`config.mk`:
```
export PLATFORM = sky130hd
export DESIGN_NAME = tosp_pattern
export DESIGN_NICKNAME = d
export VERILOG_FILES = /design/src/tosp_pkg.sv /design/src/tosp_cell_level.sv /design/src/tosp_pattern.sv
export VERILOG_INCLUDE_DIRS = /design/src
export SDC_FILE = /design/constraint.sdc
export NUM_CORES = 1
export LEC_CHECK = 0
export ABC_AREA = 0
export BUFFER_PORTS_ARGS = -buffer_cell sky130_fd_sc_hd__buf_2
export CAP_MARGIN = 40
export CORE_MARGIN = 2
export CORE_UTILIZATION = 55
export CTS_CLUSTER_SIZE = 25
export DETAILED_ROUTE_END_ITERATION = 10
export PLACE_DENSITY = 0.83
export SLEW_MARGIN = 5
export SYNTH_ARGS = -nofsm -noshare
export SYNTH_HDL_FRONTEND = slang
export SYNTH_SLANG_ARGS = --single-unit
export TNS_END_PERCENT = 10
```
`constraint.sdc`:
```
create_clock -name i_clk_sys -period 6.5 [get_ports i_clk_sys]
set_clock_uncertainty 0.15 [all_clocks]
set_input_delay 0.325 -clock i_clk_sys [delete_from_list [all_inputs] [get_ports i_clk_sys]]
set_output_delay 0.325 -clock i_clk_sys [all_outputs]
set_load 0.02 [all_outputs]
```
`src/tosp_defs.svh`:
```
`ifndef TOSP_DEFS_SVH
`define TOSP_DEFS_SVH

// ****************************************
// Register map, space B
// ****************************************
`define TOSP_ADDR_W        8
`define TOSP_OFF_OVER_HI   8'h30
`define TOSP_OFF_OVER_LO   8'h31
`define TOSP_OFF_UNDER_HI  8'h32
`define TOSP_OFF_UNDER_LO  8'h33
`define TOSP_OFF_CTRL      8'h3F
`define TOSP_OFF_STATUS    8'h3E
`define TOSP_RST_BYTE      8'h00

// ****************************************
// Field positions
// ****************************************
`define TOSP_MODE_MSB      7
`define TOSP_MODE_LSB      6
`define TOSP_CELL_HI_MSB   5
`define TOSP_CELLS         14
`define TOSP_CELL_IDX_W    4

// ****************************************
// Group mode field codes
// ****************************************
`define TOSP_SEL_DRIVER    2'h0
`define TOSP_SEL_MOD       2'h1
`define TOSP_SEL_STOP      2'h2
`define TOSP_SEL_RSVD      2'h3

`endif

```
`src/tosp_pkg.sv`:
```
package tosp_pkg;

  // Drive level chosen for the current carrier period
  typedef enum logic [1:0]
  {
    TOSP_DRV_NORMAL = 2'h0,
    TOSP_DRV_SUPPLY = 2'h1,
    TOSP_DRV_MODSUP = 2'h2,
    TOSP_DRV_STOP   = 2'h3
  } tosp_drive_type;

  // Sequencer phases
  typedef enum logic [1:0]
  {
    TOSP_ST_IDLE  = 2'h0,
    TOSP_ST_OVER  = 2'h1,
    TOSP_ST_UNDER = 2'h2
  } tosp_state_type;

  // Register port request
  typedef struct packed
  {
    logic       wr;
    logic       rd;
    logic [7:0] addr;
    logic [7:0] wdata;
  } tosp_req_type;

  // Drive command towards the driver stage
  typedef struct packed
  {
    logic           active;
    logic           under;
    tosp_drive_type level;
  } tosp_drv_type;

endpackage

```
`src/tosp_cell_level.sv`:
```
`timescale 1ns/1ps
`include "tosp_defs.svh"

// Maps one cell bit and its group mode to a drive level
module tosp_cell_level
(
  input  wire logic                    i_cell,
  input  wire logic [1:0]              i_mode,
  input  wire logic                    i_am_regulator_option,
  output tosp_pkg::tosp_drive_type     o_level
);

  // ****************************************
  // Level decode
  // ****************************************
  // Reserved mode code keeps normal drive, safest for the antenna
  wire tosp_pkg::tosp_drive_type mode_level =
    (i_mode == `TOSP_SEL_DRIVER) ? tosp_pkg::TOSP_DRV_SUPPLY :
    (i_mode == `TOSP_SEL_MOD)    ? tosp_pkg::TOSP_DRV_MODSUP :
    (i_mode == `TOSP_SEL_STOP)   ? tosp_pkg::TOSP_DRV_STOP   :
                                   tosp_pkg::TOSP_DRV_NORMAL;

  // Option on: the cell picks the supply; off: mode applies to set cells
  wire tosp_pkg::tosp_drive_type direct_level =
    i_cell ? tosp_pkg::TOSP_DRV_MODSUP : tosp_pkg::TOSP_DRV_SUPPLY;
  wire tosp_pkg::tosp_drive_type field_level =
    i_cell ? mode_level : tosp_pkg::TOSP_DRV_NORMAL;

  assign o_level = i_am_regulator_option ? direct_level : field_level;

endmodule

```
`src/tosp_pattern.sv`:
```
`timescale 1ns/1ps
`include "tosp_defs.svh"

// Overview of operation
// - Overshoot cells 7..0 live in bits 7..0 of register 31h, driven during modulation.
// - Undershoot cells follow modulation; 13..8 in 32h bits 5..0, 7..0 in 33h.
// - Undershoot mode 7:6: 00 driver supply, 01 modulation supply, 10 stop, 11 reserved.
// - Mode fields are ignored while the regulator option bit is one.
// - Option zero: each set cell drives at its own group's mode level.
// - Option one: cell zero uses driver supply, cell one modulation supply.
// - Overshoot mode in 30h bits 7:6, cells 13..8 in bits 5..0.
module tosp_pattern
#(
  parameter int CELLS = `TOSP_CELLS
)
(
  input  wire logic                    i_clk_sys,
  input  wire logic                    i_sys_rst,
  input  wire logic [7:0]              i_reg_addr,
  input  wire logic [7:0]              i_reg_wdata,
  input  wire logic                    i_reg_wr,
  input  wire logic                    i_reg_rd,
  output logic      [7:0]              o_reg_rdata,
  input  wire logic                    i_carrier_tick,
  input  wire logic                    i_mod_start,
  output tosp_pkg::tosp_drv_type       o_drive
);

  // ****************************************
  // Register port
  // ****************************************
  tosp_pkg::tosp_req_type req;
  assign req = '{wr: i_reg_wr, rd: i_reg_rd, addr: i_reg_addr, wdata: i_reg_wdata};

  logic [7:0] over_hi_q;
  logic [7:0] over_lo_q;
  logic [7:0] under_hi_q;
  logic [7:0] under_lo_q;
  logic       ctrl_q;
  logic [7:0] rdata_q;

  wire hit_over_hi  = req.addr == `TOSP_OFF_OVER_HI;
  wire hit_over_lo  = req.addr == `TOSP_OFF_OVER_LO;
  wire hit_under_hi = req.addr == `TOSP_OFF_UNDER_HI;
  wire hit_under_lo = req.addr == `TOSP_OFF_UNDER_LO;
  wire hit_ctrl     = req.addr == `TOSP_OFF_CTRL;
  wire hit_status   = req.addr == `TOSP_OFF_STATUS;

  // ****************************************
  // Helpers
  // ****************************************
  // Joins a group's two registers into one cell vector, bit n is cell n
  function automatic logic [13:0] group_cells
  (
    input logic [7:0] hi_byte,
    input logic [7:0] lo_byte
  );
    return {hi_byte[`TOSP_CELL_HI_MSB:0], lo_byte};
  endfunction

  // Mode field of a group's first register
  function automatic logic [1:0] group_mode
  (
    input logic [7:0] hi_byte
  );
    return hi_byte[`TOSP_MODE_MSB:`TOSP_MODE_LSB];
  endfunction

  // Next cell index; wraps to cell 0 after the last cell of a group
  function automatic logic [`TOSP_CELL_IDX_W-1:0] step_idx
  (
    input logic [`TOSP_CELL_IDX_W-1:0] idx,
    input logic                        wrap
  );
    return wrap ? '0 : idx + 1'b1;
  endfunction

  // Register writes; a write to status or to a free address is dropped
  // Nothing stalls, so a write lands at the edge of its own strobe
  always_ff @(posedge i_clk_sys or posedge i_sys_rst)
  begin
    if (i_sys_rst)
    begin
      over_hi_q  <= `TOSP_RST_BYTE;
      over_lo_q  <= `TOSP_RST_BYTE;
      under_hi_q <= `TOSP_RST_BYTE;
      under_lo_q <= `TOSP_RST_BYTE;
      ctrl_q     <= 1'b0;
    end
    else if (req.wr)
    begin
      if (hit_over_hi)  over_hi_q  <= req.wdata;
      if (hit_over_lo)  over_lo_q  <= req.wdata;
      if (hit_under_hi) under_hi_q <= req.wdata;
      if (hit_under_lo) under_lo_q <= req.wdata;
      if (hit_ctrl)     ctrl_q     <= req.wdata[0];
    end
  end

  // ****************************************
  // Sequencer
  // ****************************************
  tosp_pkg::tosp_state_type    state_q;
  tosp_pkg::tosp_state_type    state_d;
  logic [`TOSP_CELL_IDX_W-1:0] idx_q;
  logic [`TOSP_CELL_IDX_W-1:0] idx_d;

  // Index width covers up to sixteen cells; a larger group needs a wider index
  wire last_cell = idx_q == (`TOSP_CELL_IDX_W)'(CELLS - 1);

  // Cell vectors, bit n is cell n
  // Fields are read live: a write during a sequence shows from the next clock on
  // Software should rewrite patterns only while the sequencer is idle
  wire [13:0] over_cells  = group_cells(over_hi_q, over_lo_q);
  wire [13:0] under_cells = group_cells(under_hi_q, under_lo_q);
  wire [1:0]  over_mode   = group_mode(over_hi_q);
  wire [1:0]  under_mode  = group_mode(under_hi_q);

  // A new modulation start restarts the overshoot group at cell 0
  // Start wins over a tick in the same cycle, so cell 0 is never skipped
  always_comb
  begin
    state_d = state_q;
    idx_d   = idx_q;
    if (i_mod_start)
    begin
      state_d = tosp_pkg::TOSP_ST_OVER;
      idx_d   = '0;
    end
    else if (i_carrier_tick)
    begin
      case (state_q)
        tosp_pkg::TOSP_ST_OVER:
        begin
          idx_d   = step_idx(idx_q, last_cell);
          state_d = last_cell ? tosp_pkg::TOSP_ST_UNDER : state_q;
        end
        tosp_pkg::TOSP_ST_UNDER:
        begin
          idx_d   = step_idx(idx_q, last_cell);
          state_d = last_cell ? tosp_pkg::TOSP_ST_IDLE : state_q;
        end
        default:
        begin
          state_d = tosp_pkg::TOSP_ST_IDLE;
          idx_d   = '0;
        end
      endcase
    end
  end

  // Sequencer state
  always_ff @(posedge i_clk_sys or posedge i_sys_rst)
  begin
    if (i_sys_rst)
    begin
      state_q <= tosp_pkg::TOSP_ST_IDLE;
      idx_q   <= '0;
    end
    else
    begin
      state_q <= state_d;
      idx_q   <= idx_d;
    end
  end

  // ****************************************
  // Drive level
  // ****************************************
  wire        in_under = state_q == tosp_pkg::TOSP_ST_UNDER;
  wire        cell_bit = in_under ? under_cells[idx_q] : over_cells[idx_q];
  wire [1:0]  cur_mode = in_under ? under_mode : over_mode;
  tosp_pkg::tosp_drive_type cell_level;

  // One level table serves both groups, so their decode cannot drift apart
  tosp_cell_level u_level
  (
    .i_cell                (cell_bit),
    .i_mode                (cur_mode),
    .i_am_regulator_option (ctrl_q),
    .o_level               (cell_level)
  );

  // Registered drive output; idle keeps normal drive
  // The flop keeps decode glitches away from the driver stage
  always_ff @(posedge i_clk_sys or posedge i_sys_rst)
  begin
    if (i_sys_rst)
      o_drive <= '{active: 1'b0, under: 1'b0, level: tosp_pkg::TOSP_DRV_NORMAL};
    else if (state_q == tosp_pkg::TOSP_ST_IDLE)
      o_drive <= '{active: 1'b0, under: 1'b0, level: tosp_pkg::TOSP_DRV_NORMAL};
    else
      o_drive <= '{active: 1'b1, under: in_under, level: cell_level};
  end

  // ****************************************
  // Read path
  // ****************************************
  // Status shows phase and cell index so software can watch the sequence
  // Reads have no side effects, so status may be polled freely
  wire [7:0] status_byte = {2'h0, state_q, idx_q};
  wire [7:0] rd_mux =
    hit_over_hi  ? over_hi_q  :
    hit_over_lo  ? over_lo_q  :
    hit_under_hi ? under_hi_q :
    hit_under_lo ? under_lo_q :
    hit_ctrl     ? {7'h00, ctrl_q} :
    hit_status   ? status_byte : 8'h00;

  // Read data stands only in the cycle after the strobe
  always_ff @(posedge i_clk_sys or posedge i_sys_rst)
  begin
    if (i_sys_rst)
      rdata_q <= 8'h00;
    else
      rdata_q <= req.rd ? rd_mux : 8'h00;
  end

  assign o_reg_rdata = rdata_q;

endmodule

```
# Word level (Yosys, flattened, before mapping)
# Index checks and enable logic that the tools add are counted.
# totals
regBits	51
out_inout_bits	12
word_cells	65
# op_classes
add_sub_neg	1
order_cmp	1
eq_ne	13
mux	29
n_reduce_logical	10
# ops
cell	n
$eq 8x6->1 const B	6
$mux 8	5
$mux 2	11
$mux 4	5
$mux 6	2
$reduce_and 2->1	5
$bmux 1 s4	2
$ne 3x3->1 const B	2
$lt 4x5->1 const B	1
$add 4x1->4 const B	1
$eq 2x1->1 const B	2
$eq 2x2->1 const B	2
$eq 4x4->1 const B	1
$logic_not 2->1	2
$pmux 2 s2	1
$mux 1	3
$reduce_and 3->1	1
$reduce_bool 2->1	1
$reduce_or 2->1	1

# Depth between registers and ports, before layout
# Gate-level depths: netlist of run 1.
# depth
word_depth	9
depth_mapped	8
depth_no_buf	7

# By module
# A second synthesis of run 1 with hierarchy kept.
# unflattened
hier_cells	223
hier_area_um2	2681.3
# by_module_without_submodules
mod	n_inst	cells_per_inst	area_per_inst_um2	seq_area_each_um2
tosp_pattern	1	215	2620.0	1276.2
tosp_cell_level	1	8	61.3	0.0

# Least setup slack after synthesis of run 1
# OpenSTA, ideal clock, no wires.
# synth_path
path_type	reg2reg
startpoint	register idx_q[0]
endpoint	register o_drive[0] (netlist bit)
setup_ns	0.128
arrival_ns	1.899
t_required_ns	6.222
path_slack_ns	4.324
path_stages_with_launch	7
cell_sequence	dfrtp_1 -> buf_6 -> mux4_2 -> a221oi_2 -> a21oi_1 -> a211oi_2 -> mux2_1
# synth_between
elab_chain_len	6
elab_cells_between_ends	9
# synth_rtl
item	line_no	text
start, declared	tosp_pattern.sv:105	logic [`TOSP_CELL_IDX_W-1:0] idx_q;
start signal, assigned	tosp_pattern.sv:163	idx_q <= idx_d;
$bmux 1 s4	tosp_pattern.sv:171	wire cell_bit = in_under ? under_cells[idx_q] : over_cells[idx_q];
$mux 1 (implied by the code)	tosp_pattern.sv:171	
$mux 1 (*)	tosp_pattern.sv:171	
$mux 2, on equally long branches	tosp_cell_level.sv:27, tosp_cell_level.sv:25	
$mux 2 (*)	tosp_cell_level.sv:29	assign o_level = i_am_regulator_option ? direct_level : field_level;
$mux 4 (*)	tosp_pattern.sv:190	else if (state_q == tosp_pkg::TOSP_ST_IDLE)
end signal, assigned	tosp_pattern.sv:189	o_drive <= '{active: 1'b0, under: 1'b0, level: tosp_pkg::TOSP_DRV_NORMAL};
end signal, assigned	tosp_pattern.sv:191	o_drive <= '{active: 1'b0, under: 1'b0, level: tosp_pkg::TOSP_DRV_NORMAL};
end signal, assigned	tosp_pattern.sv:193	o_drive <= '{active: 1'b1, under: in_under, level: cell_level};
end, declared	tosp_pattern.sv:26	output tosp_pkg::tosp_drv_type o_drive
# Every way passes the cells marked *; elsewhere a longest branch is shown, timed or not. The select of a mux whose other input is x is not followed.
# A chain may end at the register's enable or synchronous reset.

# Worst setup path after layout of run 1
# Same ends and word-level chain as after synthesis.

==> impl_metrics.yaml, run 1 <==
clock_tree:
  tritoncts: "done"
  numClockSinks: 51
  root_buffer: "clkbuf_8"
  clockBufferDepth: 2
  htreeDepth: 2
  cts_setup_buffers: 0
  numCtsBuffers: 5
  clkLatencyLatePin_ns: 0.30
  path_clk_slew_ns: 0.08
  cts_resized: 0
worst_setup_path:
  cp-start-kind: "flop"
  critPathTopFamily: "multiplexers"
  slowest_stage: "dfrtp_1"
  cp_data_arrival_time_ns: 2.69
  r2r_cells: 5
  path_class: "flop to flop"
  worstPathMaxFanout: 17
  r2r_end: "o_drive[0]$_DFF_PP0_"
  required_ns: 6.53
  cp_cell_sequence: "mux4_2 > a221oi_2 > a21oi_1 > a211oi_2 > mux2_1"
  path_buf_inv: 0
  worstReg2RegStart: "idx_q[0]$_DFFE_PP0P_"
  rrSetupSlack_ns: 3.84
  max_stage_delay_ns: 0.79
  cp-end-kind: "flop"
final_layout:
  layout_common_cells: "dfrtp_1, mux2_1, buf_2, nand2_1, o21ai_0"
  final_common_cell: "dfrtp_1"
  area_delta_synth_final_pct: 10.1
  multiInputGateArea_sq_um: 1280
  final_util_pct: 62.5
  drive_above_1_share_pct: 20.8
  fillCellCount: 368
  insertedDiodeCount: 0
  area.sequential_sq_um: 1280
  fin_nets: 283
timing:
  worst-slew-pin-transition_ns: 0.689
  maxSlewHeadroom_pct: 54.0
  fin_tns_setup_ns: 0
  finalMaxSlewViolations: 0
  post-route-period-util_pct: 40.9
  fin_crit_ns: 2.66
  setup_viol: 0
  fmax_ghz: 0.377
  rsz0062_at_grt: "false"
  final-hold-violation-count: 0
logic_synthesis:
  synthArstFlopShare_pct: 100
  netlist_area_sq_um: 2670
  synth-edff-count: 0
  synth_top_area_cell: "dfrtp_1"
  synthTopCellsByArea: "dfrtp_1, mux2_1, mux4_2"
  synth.distinct_cells: 44
  yosys_warnings: 0
  synth_nets: 254
  synth_seq_cells: 51
  ys_seq_area_share_pct: 47.9
  yosys.area.top_type_share_pct: 47.9
  synthFlopType: "dfrtp_1"
  avgSynthCellArea_sq_um: 11.7
  syn_inst: 227
floorplanning:
  io_pins: 34
  coreArea_sq_um: 4690
  die_x_um: 73.6
  die_h_um: 73.6
  rows: 25
  start_util_pct: 56.8
  die_area_sq_um: 5420
placed_design:
  place.gp.congestion: 0.873
  port_buffers: 33
  place_hpwl_mm: 4.16
route:
  drtIter0Drc: 70
  drc_errors: 0
  ant_nets: 0
  wl_mm: 5.62
  vias: 1879
  drtPass1Iterations: 4
  avgViaCountPerCell: 6.08
  wl_per_cell_um: 18.2
global_routing:
  grt.overflow.total: 0
  antenna_found_initial: 0
  grt_pass1_wl_mm: 9.34
  grt_usage_pct: 23.1
  grt_pass1_vias: 1818
  grt_max_degree: 27
flow_run:
  drv_cap: 0
worst_hold_path:
  hold_depth: 2
  min_path_type: "input pin to flop"
  hold-path-endpoint: "state_q[1]$_DFFE_PP0P_"
  hp-start: "i_mod_start"
power:
  p_per_area_nw_per_um2: 203
  ir_worst_vdd_mv: 0.130
  p_leak_nw: 1.48
status:
  run_status: "complete, no violations"
-- metrics by stage --
step / instances / area (sq um) / hold slack (ns) / total power [mW] / worst slack (ns)
final: 309 / 2930 / 0.112 / 0.597 / 3.84
after global routing: 309 / 2930 / 0.112 / 0.629 / 3.69
after CTS: 309 / 2930 / 0.101 / 0.601 / 3.84
after detailed placement: 302 / 2850 / 0.262 / 0.440 / 3.88
after global placement: 301 / 2830 / 0.349 / 0.435 / 3.93
after floorplan: 227 / 2670 / 0.284 / 0.415 / 4.32
-- final cells by class --
class                           instances  area share (%)
Sequential cell                        51            43.5
Timing Repair Buffer                   35            6.65
Tap cell                               54            2.30
Multi-Input combinational cell        152            43.7
Inverter                               11            1.41
Clock buffer                            6            2.47
-- layer usage --
layer / track usage [%] / share of wire [%]
met1: 32.5 / 46
met2: 37.0 / 48
met3: 4.80 / 4.9
met4: 5.86 / 1.1
met5: 0 / 0
-- how the worst max path moves through the flow --
stage / startpoint / to / slack [ns] / cells after the start
3_3_place_gp: idx_q[0]$_DFFE_PP0P_ / o_drive[0]$_DFF_PP0_ / 3.93 / 5
6_report: idx_q[0]$_DFFE_PP0P_ / o_drive[0]$_DFF_PP0_ / 3.84 / 5
4_1_cts: idx_q[0]$_DFFE_PP0P_ / o_drive[0]$_DFF_PP0_ / 3.84 / 5
2_1_floorplan: idx_q[0]$_DFFE_PP0P_ / o_drive[0]$_DFF_PP0_ / 4.32 / 6
5_1_grt: idx_q[0]$_DFFE_PP0P_ / o_drive[0]$_DFF_PP0_ / 3.69 / 5
3_5_place_dp: idx_q[0]$_DFFE_PP0P_ / o_drive[0]$_DFF_PP0_ / 3.88 / 5
-- report_power, final --
| group | leakage [nW] | switching, mW | total [mW] | internal, mW |
|---|---|---|---|---|
| combinational | 0.743 | 0.0415 | 0.0795 | 0.0380 |
| clock | 0.0371 | 0.0913 | 0.163 | 0.0719 |
| sequential | 0.696 | 0.0220 | 0.354 | 0.332 |
| total | 1.48 | 0.155 | 0.597 | 0.442 |
-- cell usage after synthesis, drive strengths merged, types with 2 or more instances --
cell type	n
a2111oi	3
clkbuf	9
a21oi	9
ha	5
mux2	36
o21ai	11
a211oi	2
a21o	10
nand2b	3
buf	4
o31ai	2
nor2b	3
nand4	2
nand3	7
mux2i	5
and3	4
nor2	9
o2111ai	5
dfrtp	51
or2	2
inv	11
mux4	6
nand2	13
-- sequential cells by signal, indices dropped and copies added, names as in the netlist --
signal / cells
over_lo_q: 8
ctrl_q: 1
idx_q: 4
over_hi_q: 8
state_q: 2
o_reg_rdata: 8
under_hi_q: 8
under_lo_q: 8
o_drive: 4
-- timing repair --
action	CTS	global route
hold endpoints to repair	25	0
endpoints found under the setup margin	0	0
hold buffers	1	0
-- cell families (layout without fill, tap and decap cells) --
| group | after synthesis | in the layout | share of synthesized area (%) |
|---|---|---|---|
| flip-flops | 51 | 51 | 47.9 |
| AO/OA/AOI/OAI | 50 | 50 | 13.3 |
| AND/OR/NAND/NOR | 48 | 48 | 9.44 |
| multiplexers | 47 | 47 | 22.3 |
| buffers and inverters | 24 | 52 | 4.04 |
| adder cells (fa/ha/maj) | 5 | 5 | 2.35 |
| XOR/XNOR | 2 | 2 | 0.657 |
Power figures use the tool's default switching activity.
==> inputs of run 2 (changes only) <==
==> constraint.sdc (replaced) <==
create_clock -name i_clk_sys -period 2.62 [get_ports i_clk_sys]
set_clock_uncertainty 0.15 [all_clocks]
set_input_delay 0.131 -clock i_clk_sys [delete_from_list [all_inputs] [get_ports i_clk_sys]]
set_output_delay 0.131 -clock i_clk_sys [all_outputs]
set_load 0.02 [all_outputs]
==> run 2 against run 1 <==
  * Final cell count increased by 6.5%
  * Critical path depth stayed put
  * Flip-flop and latch count unchanged
  * Via count increased by 9.3%
  * Critical path type unchanged
  * Highest routed layer unchanged
  * Non-clock buffer count is 18 higher
  * Combinational power increased to 3.0 times the previous value
  * Sequential share of layout area shrank 3.0 points
==> impl_metrics.yaml, run 2 (synthesis gave the netlist of run 1 again) <==
placed_design:
  port_buffers: 33
  place_hpwl_mm: 4.46
  place.gp.congestion: 0.891
  placed_area_sq_um: 2910
route:
  wl_per_cell_um: 19.0
  avgViaCountPerCell: 6.24
  dr_wl_met2_mm: 3.05
  drtPass1Iterations: 4
  vias: 2053
  wl_met3_um: 381
  drc_errors: 0
  drt-met1-wl_mm: 2.59
  wl_mm: 6.25
  ant_nets: 0
  top_layer: "met4"
  drtIter0Drc: 142
final_layout:
  stdcell_area_sq_um: 3150
  area_delta_synth_final_pct: 18.4
  layout_common_cells: "dfrtp_1, mux2_1, buf_2, nand2_1"
  fin_nets: 301
  final_common_cell: "dfrtp_1"
  insertedDiodeCount: 0
  drive_above_1_share_pct: 22.9
  fillCellCount: 343
worst_setup_path:
  cp_data_arrival_time_ns: 2.30
  slowest_stage: "mux4_2"
  required_ns: 2.67
  cp-start-kind: "flop"
  cp-end-kind: "flop"
  max_stage_delay_ns: 0.54
  cp_cell_sequence: "mux4_2 > a221oi_2 > a21oi_1 > a211oi_2 > mux2_1"
  worstPathMaxFanout: 4
  path_class: "flop to flop"
clock_tree:
  htreeDepth: 2
  numCtsBuffers: 5
  path_clk_slew_ns: 0.10
  clockBufferDepth: 2
  root_buffer: "clkbuf_8"
  clkLatencyLatePin_ns: 0.32
  cts_resized: 0
  tritoncts: "done"
  numClockSinks: 51
power:
  p_per_area_nw_per_um2: 553
  p_leak_nw: 1.58
  ir_worst_vdd_mv: 0.349
floorplanning:
  io_pins: 34
  start_util_pct: 56.8
  die_area_sq_um: 5420
  coreArea_sq_um: 4690
  die_h_um: 73.6
  die_x_um: 73.6
  rows: 25
global_routing:
  grt_pass1_wl_mm: 10.1
  antenna_found_initial: 0
  grt_usage_pct: 25.3
  grt.overflow.total: 0
  grt_pass1_vias: 2022
  grt_max_degree: 32
timing:
  rsz0062_at_grt: "false"
  final-hold-violation-count: 0
  fin_crit_ns: 2.25
  fin_tns_setup_ns: 0
  worst-slew-pin-transition_ns: 0.558
  setup_viol: 0
  maxSlewHeadroom_pct: 62.7
  post-route-period-util_pct: 85.8
  fmax_ghz: 0.445
  finalMaxSlewViolations: 0
status:
  run_status: "complete, no violations"
flow_run:
  drv_cap: 0
worst_hold_path:
  min_path_type: "input pin to flop"
[run 2: through the flow]
| stage | setup slack, ns | hold WS, ns | utilization (%) | std cells | power (mW) |
|---|---|---|---|---|---|
| after global routing | 0.289 | 0.0772 | 67.2 | 329 | 1.81 |
| final | 0.371 | 0.0190 | 67.2 | 329 | 1.74 |
| after global placement | 0.464 | 0.225 | 61.6 | 309 | 1.09 |
| after detailed placement | 0.391 | 0.0173 | 62.1 | 310 | 1.10 |
| after floorplan | 0.444 | 0.0896 | - | 227 | 1.03 |
| after CTS | 0.375 | 0.0171 | 67.2 | 329 | 1.75 |
[run 2: worst max-delay path, delay by kind of cell (launching register included)]
family             cells  cell delay (ns)
muxes                  2             0.89
DFF                    1             0.43
AOI/OAI and AO/OA      3             0.66
[run 2: power breakdown]
group / internal (mW) / switching (mW)
clock: 0.382 / 0.261
combinational: 0.110 / 0.124
sequential: 0.825 / 0.0415
[run 2: per-layer routing]
metal,vias to the layer above,track usage (%)
met5,-,0
met1,1012,32.2
met2,90,41.4
met4,0,10.7
li1,927,-
met3,24,5.90
[run 2: worst paths after layout]
| check | startpoint | to | slack, ns | depth (start not counted) |
|---|---|---|---|---|
| min in group asynchronous | i_sys_rst | over_lo_q[7]$_DFFE_PP0P_ | 0.22 | 3 |
| max | idx_q[0]$_DFFE_PP0P_ | o_drive[0]$_DFF_PP0_ | 0.37 | 5 |
| min reg2reg | over_hi_q[1]$_DFFE_PP0P_ | over_hi_q[1]$_DFFE_PP0P_ | 0.37 | 1 |
| max in group asynchronous | i_sys_rst | over_hi_q[1]$_DFFE_PP0P_ | 1.57 | 4 |
| min | i_carrier_tick | state_q[1]$_DFFE_PP0P_ | 0.02 | 3 |
| max reg2reg | idx_q[0]$_DFFE_PP0P_ | o_drive[0]$_DFF_PP0_ | 0.37 | 5 |
[run 2: final cells by class]
class	instances	area (sq um)	area share (%)
multi-input cells	152	1280	40.6
flip-flops and latches	51	1280	40.5
repair buffers	53	355	11.3
clock buffers	6	72.6	2.30
well taps	54	67.6	2.14
clock inverters	2	60.1	1.90
inverters	11	41.3	1.31
[run 2: repair_timing]
item / CTS / global route
hold endpoints to repair: 56 / 0
setup buffers: 0 / 0
hold buffers: 11 / 0
==> inputs of run 3 (changes only) <==
--- a/config.mk
+++ b/config.mk
@@ -14,6 +14,7 @@
 export CTS_CLUSTER_SIZE = 25
 export DETAILED_ROUTE_END_ITERATION = 10
 export PLACE_DENSITY = 0.83
+export REMOVE_ABC_BUFFERS = 1
 export SLEW_MARGIN = 5
 export SYNTH_ARGS = -nofsm -noshare
 export SYNTH_HDL_FRONTEND = slang
==> run 3 against run 2 <==
  * Core utilization is 1.4 points lower
  * First-iteration DRC count is 22% lower
  * Flip-flop and latch count stayed put
  * Critical endpoint unchanged
  * Largest cell class unchanged
  * Critical path depth stayed put
==> impl_metrics.yaml, run 3 (synthesis gave the netlist of run 1 again) <==
clock_tree:
  clkLatencyLatePin_ns: 0.30
  tritoncts: "done"
  path_clk_slew_ns: 0.09
  numClockSinks: 51
  clockBufferDepth: 2
  htreeDepth: 2
  root_buffer: "clkbuf_8"
  cts_setup_buffers: 0
  numCtsBuffers: 5
route:
  ant_nets: 0
  drtIter0Drc: 111
  wl_mm: 6.21
  vias: 2013
  avgViaCountPerCell: 6.12
  drc_errors: 0
  wl_per_cell_um: 18.9
  drtPass1Iterations: 4
power:
  p_per_area_nw_per_um2: 495
  p_leak_nw: 1.55
  ir_worst_vdd_mv: 0.314
worst_hold_path:
  min_path_type: "input pin to flop"
timing:
  setup_slack_ns: 0.389
  fin_tns_setup_ns: 0
  final-hold-violation-count: 0
  fin_crit_ns: 2.23
  rsz0062_at_grt: "false"
  finalMaxSlewViolations: 0
  post-route-period-util_pct: 85.2
  setup_viol: 0
  worst-slew-pin-transition_ns: 0.500
  fmax_ghz: 0.448
  maxSlewHeadroom_pct: 65.8
worst_setup_path:
  path_buf_inv: 0
  slowest_stage: "dfrtp_1"
  critPathTopFamily: "multiplexers"
  crit_path_end: "o_drive[0]$_DFF_PP0_"
  r2r_cells: 5
  worstPathMaxFanout: 10
  max_stage_delay_ns: 0.57
  required_ns: 2.65
  cp_num_cells: 5
  worstReg2RegStart: "idx_q[2]$_DFFE_PP0P_"
  rrSetupSlack_ns: 0.39
  cp-start-kind: "flop"
  cp_cell_sequence: "mux4_2 > a221oi_2 > a21oi_1 > a211oi_2 > mux2_1"
  r2r_end: "o_drive[0]$_DFF_PP0_"
  cp_data_arrival_time_ns: 2.26
  cp-end-kind: "flop"
  startpoint: "idx_q[2]$_DFFE_PP0P_"
  path_class: "flop to flop"
global_routing:
  grt_pass1_vias: 1993
  grt_pass1_wl_mm: 10.3
  antenna_found_initial: 0
  grt.overflow.total: 0
  grt_max_degree: 28
  grt_usage_pct: 25.4
final_layout:
  area_delta_synth_final_pct: 16.0
  insertedDiodeCount: 0
  layout_common_cells: "dfrtp_1, mux2_1, buf_2, nand2_1"
  drive_above_1_share_pct: 22.5
  final_common_cell: "dfrtp_1"
  fin_nets: 301
floorplanning:
  die_h_um: 73.6
  die_x_um: 73.6
  io_pins: 34
  die_area_sq_um: 5420
  coreArea_sq_um: 4690
  rows: 25
  start_util_pct: 56.8
placed_design:
  place.gp.congestion: 0.974
  port_buffers: 33
  place_hpwl_mm: 4.60
  dp_slack_ns: 0.336
flow_run:
  drv_cap: 0
status:
  run_status: "complete, no violations"
[run 3: area by class of cell]
| class | count | area [sq um] |
|---|---|---|
| Fill cell | 342 | 1600 |
| Multi-Input combinational cell | 152 | 1280 |
| Sequential cell | 51 | 1280 |
| Timing Repair Buffer | 53 | 343 |
| Clock buffer | 7 | 76.3 |
| Tap cell | 54 | 67.6 |
| Inverter | 11 | 41.3 |
| Clock inverter | 1 | 5.00 |
[run 3: layer usage]
| metal | wire (um) | part of all wire, % | track usage, % |
|---|---|---|---|
| met5 | 0 | 0 | 0 |
| met4 | 108 | 1.7 | 9.09 |
| met3 | 313 | 5.0 | 5.62 |
| met2 | 3050 | 49 | 40.7 |
| met1 | 2740 | 44 | 34.1 |
[run 3: what timing repair did]
item,CTS,global route
hold buffers,11,0
hold endpoints to repair,60,0
gates resized for setup,0,0
[run 3: worst min-delay path, stage by stage]
cell and delay (ns):
buf_2 0.11, o22a_1 0.13, o22ai_1 0.07
[run 3: report_power, final]
part	switching, mW	internal (mW)
Clock	0.239	0.188
Combinational	0.129	0.109
Sequential	0.0405	0.825
Total	0.408	1.12
[run 3: stage by stage]
step / cells / hold slack, ns / power, mW / cell area (sq um) / util (%)
finish: 329 / 0.0317 / 1.53 / 3090 / 65.9
global route: 329 / 0.0378 / 1.61 / 3090 / 65.9
CTS: 329 / 0.0242 / 1.54 / 3090 / 65.9
detailed placement: 310 / 0.0529 / 1.10 / 2900 / 61.8
global placement: 310 / 0.0408 / 1.09 / 2900 / 61.8
floorplan: 214 / 0.0896 / 1.01 / 2600 / -
[run 3: worst min path at each step]
stage,from,endpoint,slack [ns],depth (start not counted)
after detailed placement,i_sys_rst,o_drive[0]$_DFF_PP0_,0.05,2
final,i_carrier_tick,state_q[1]$_DFFE_PP0P_,0.03,3
after floorplan,i_mod_start,state_q[1]$_DFFE_PP0P_,0.09,1
after CTS,i_carrier_tick,state_q[1]$_DFFE_PP0P_,0.02,3
after global placement,i_sys_rst,o_drive[3]$_DFF_PP0_,0.04,2
after global routing,i_carrier_tick,state_q[1]$_DFFE_PP0P_,0.04,3
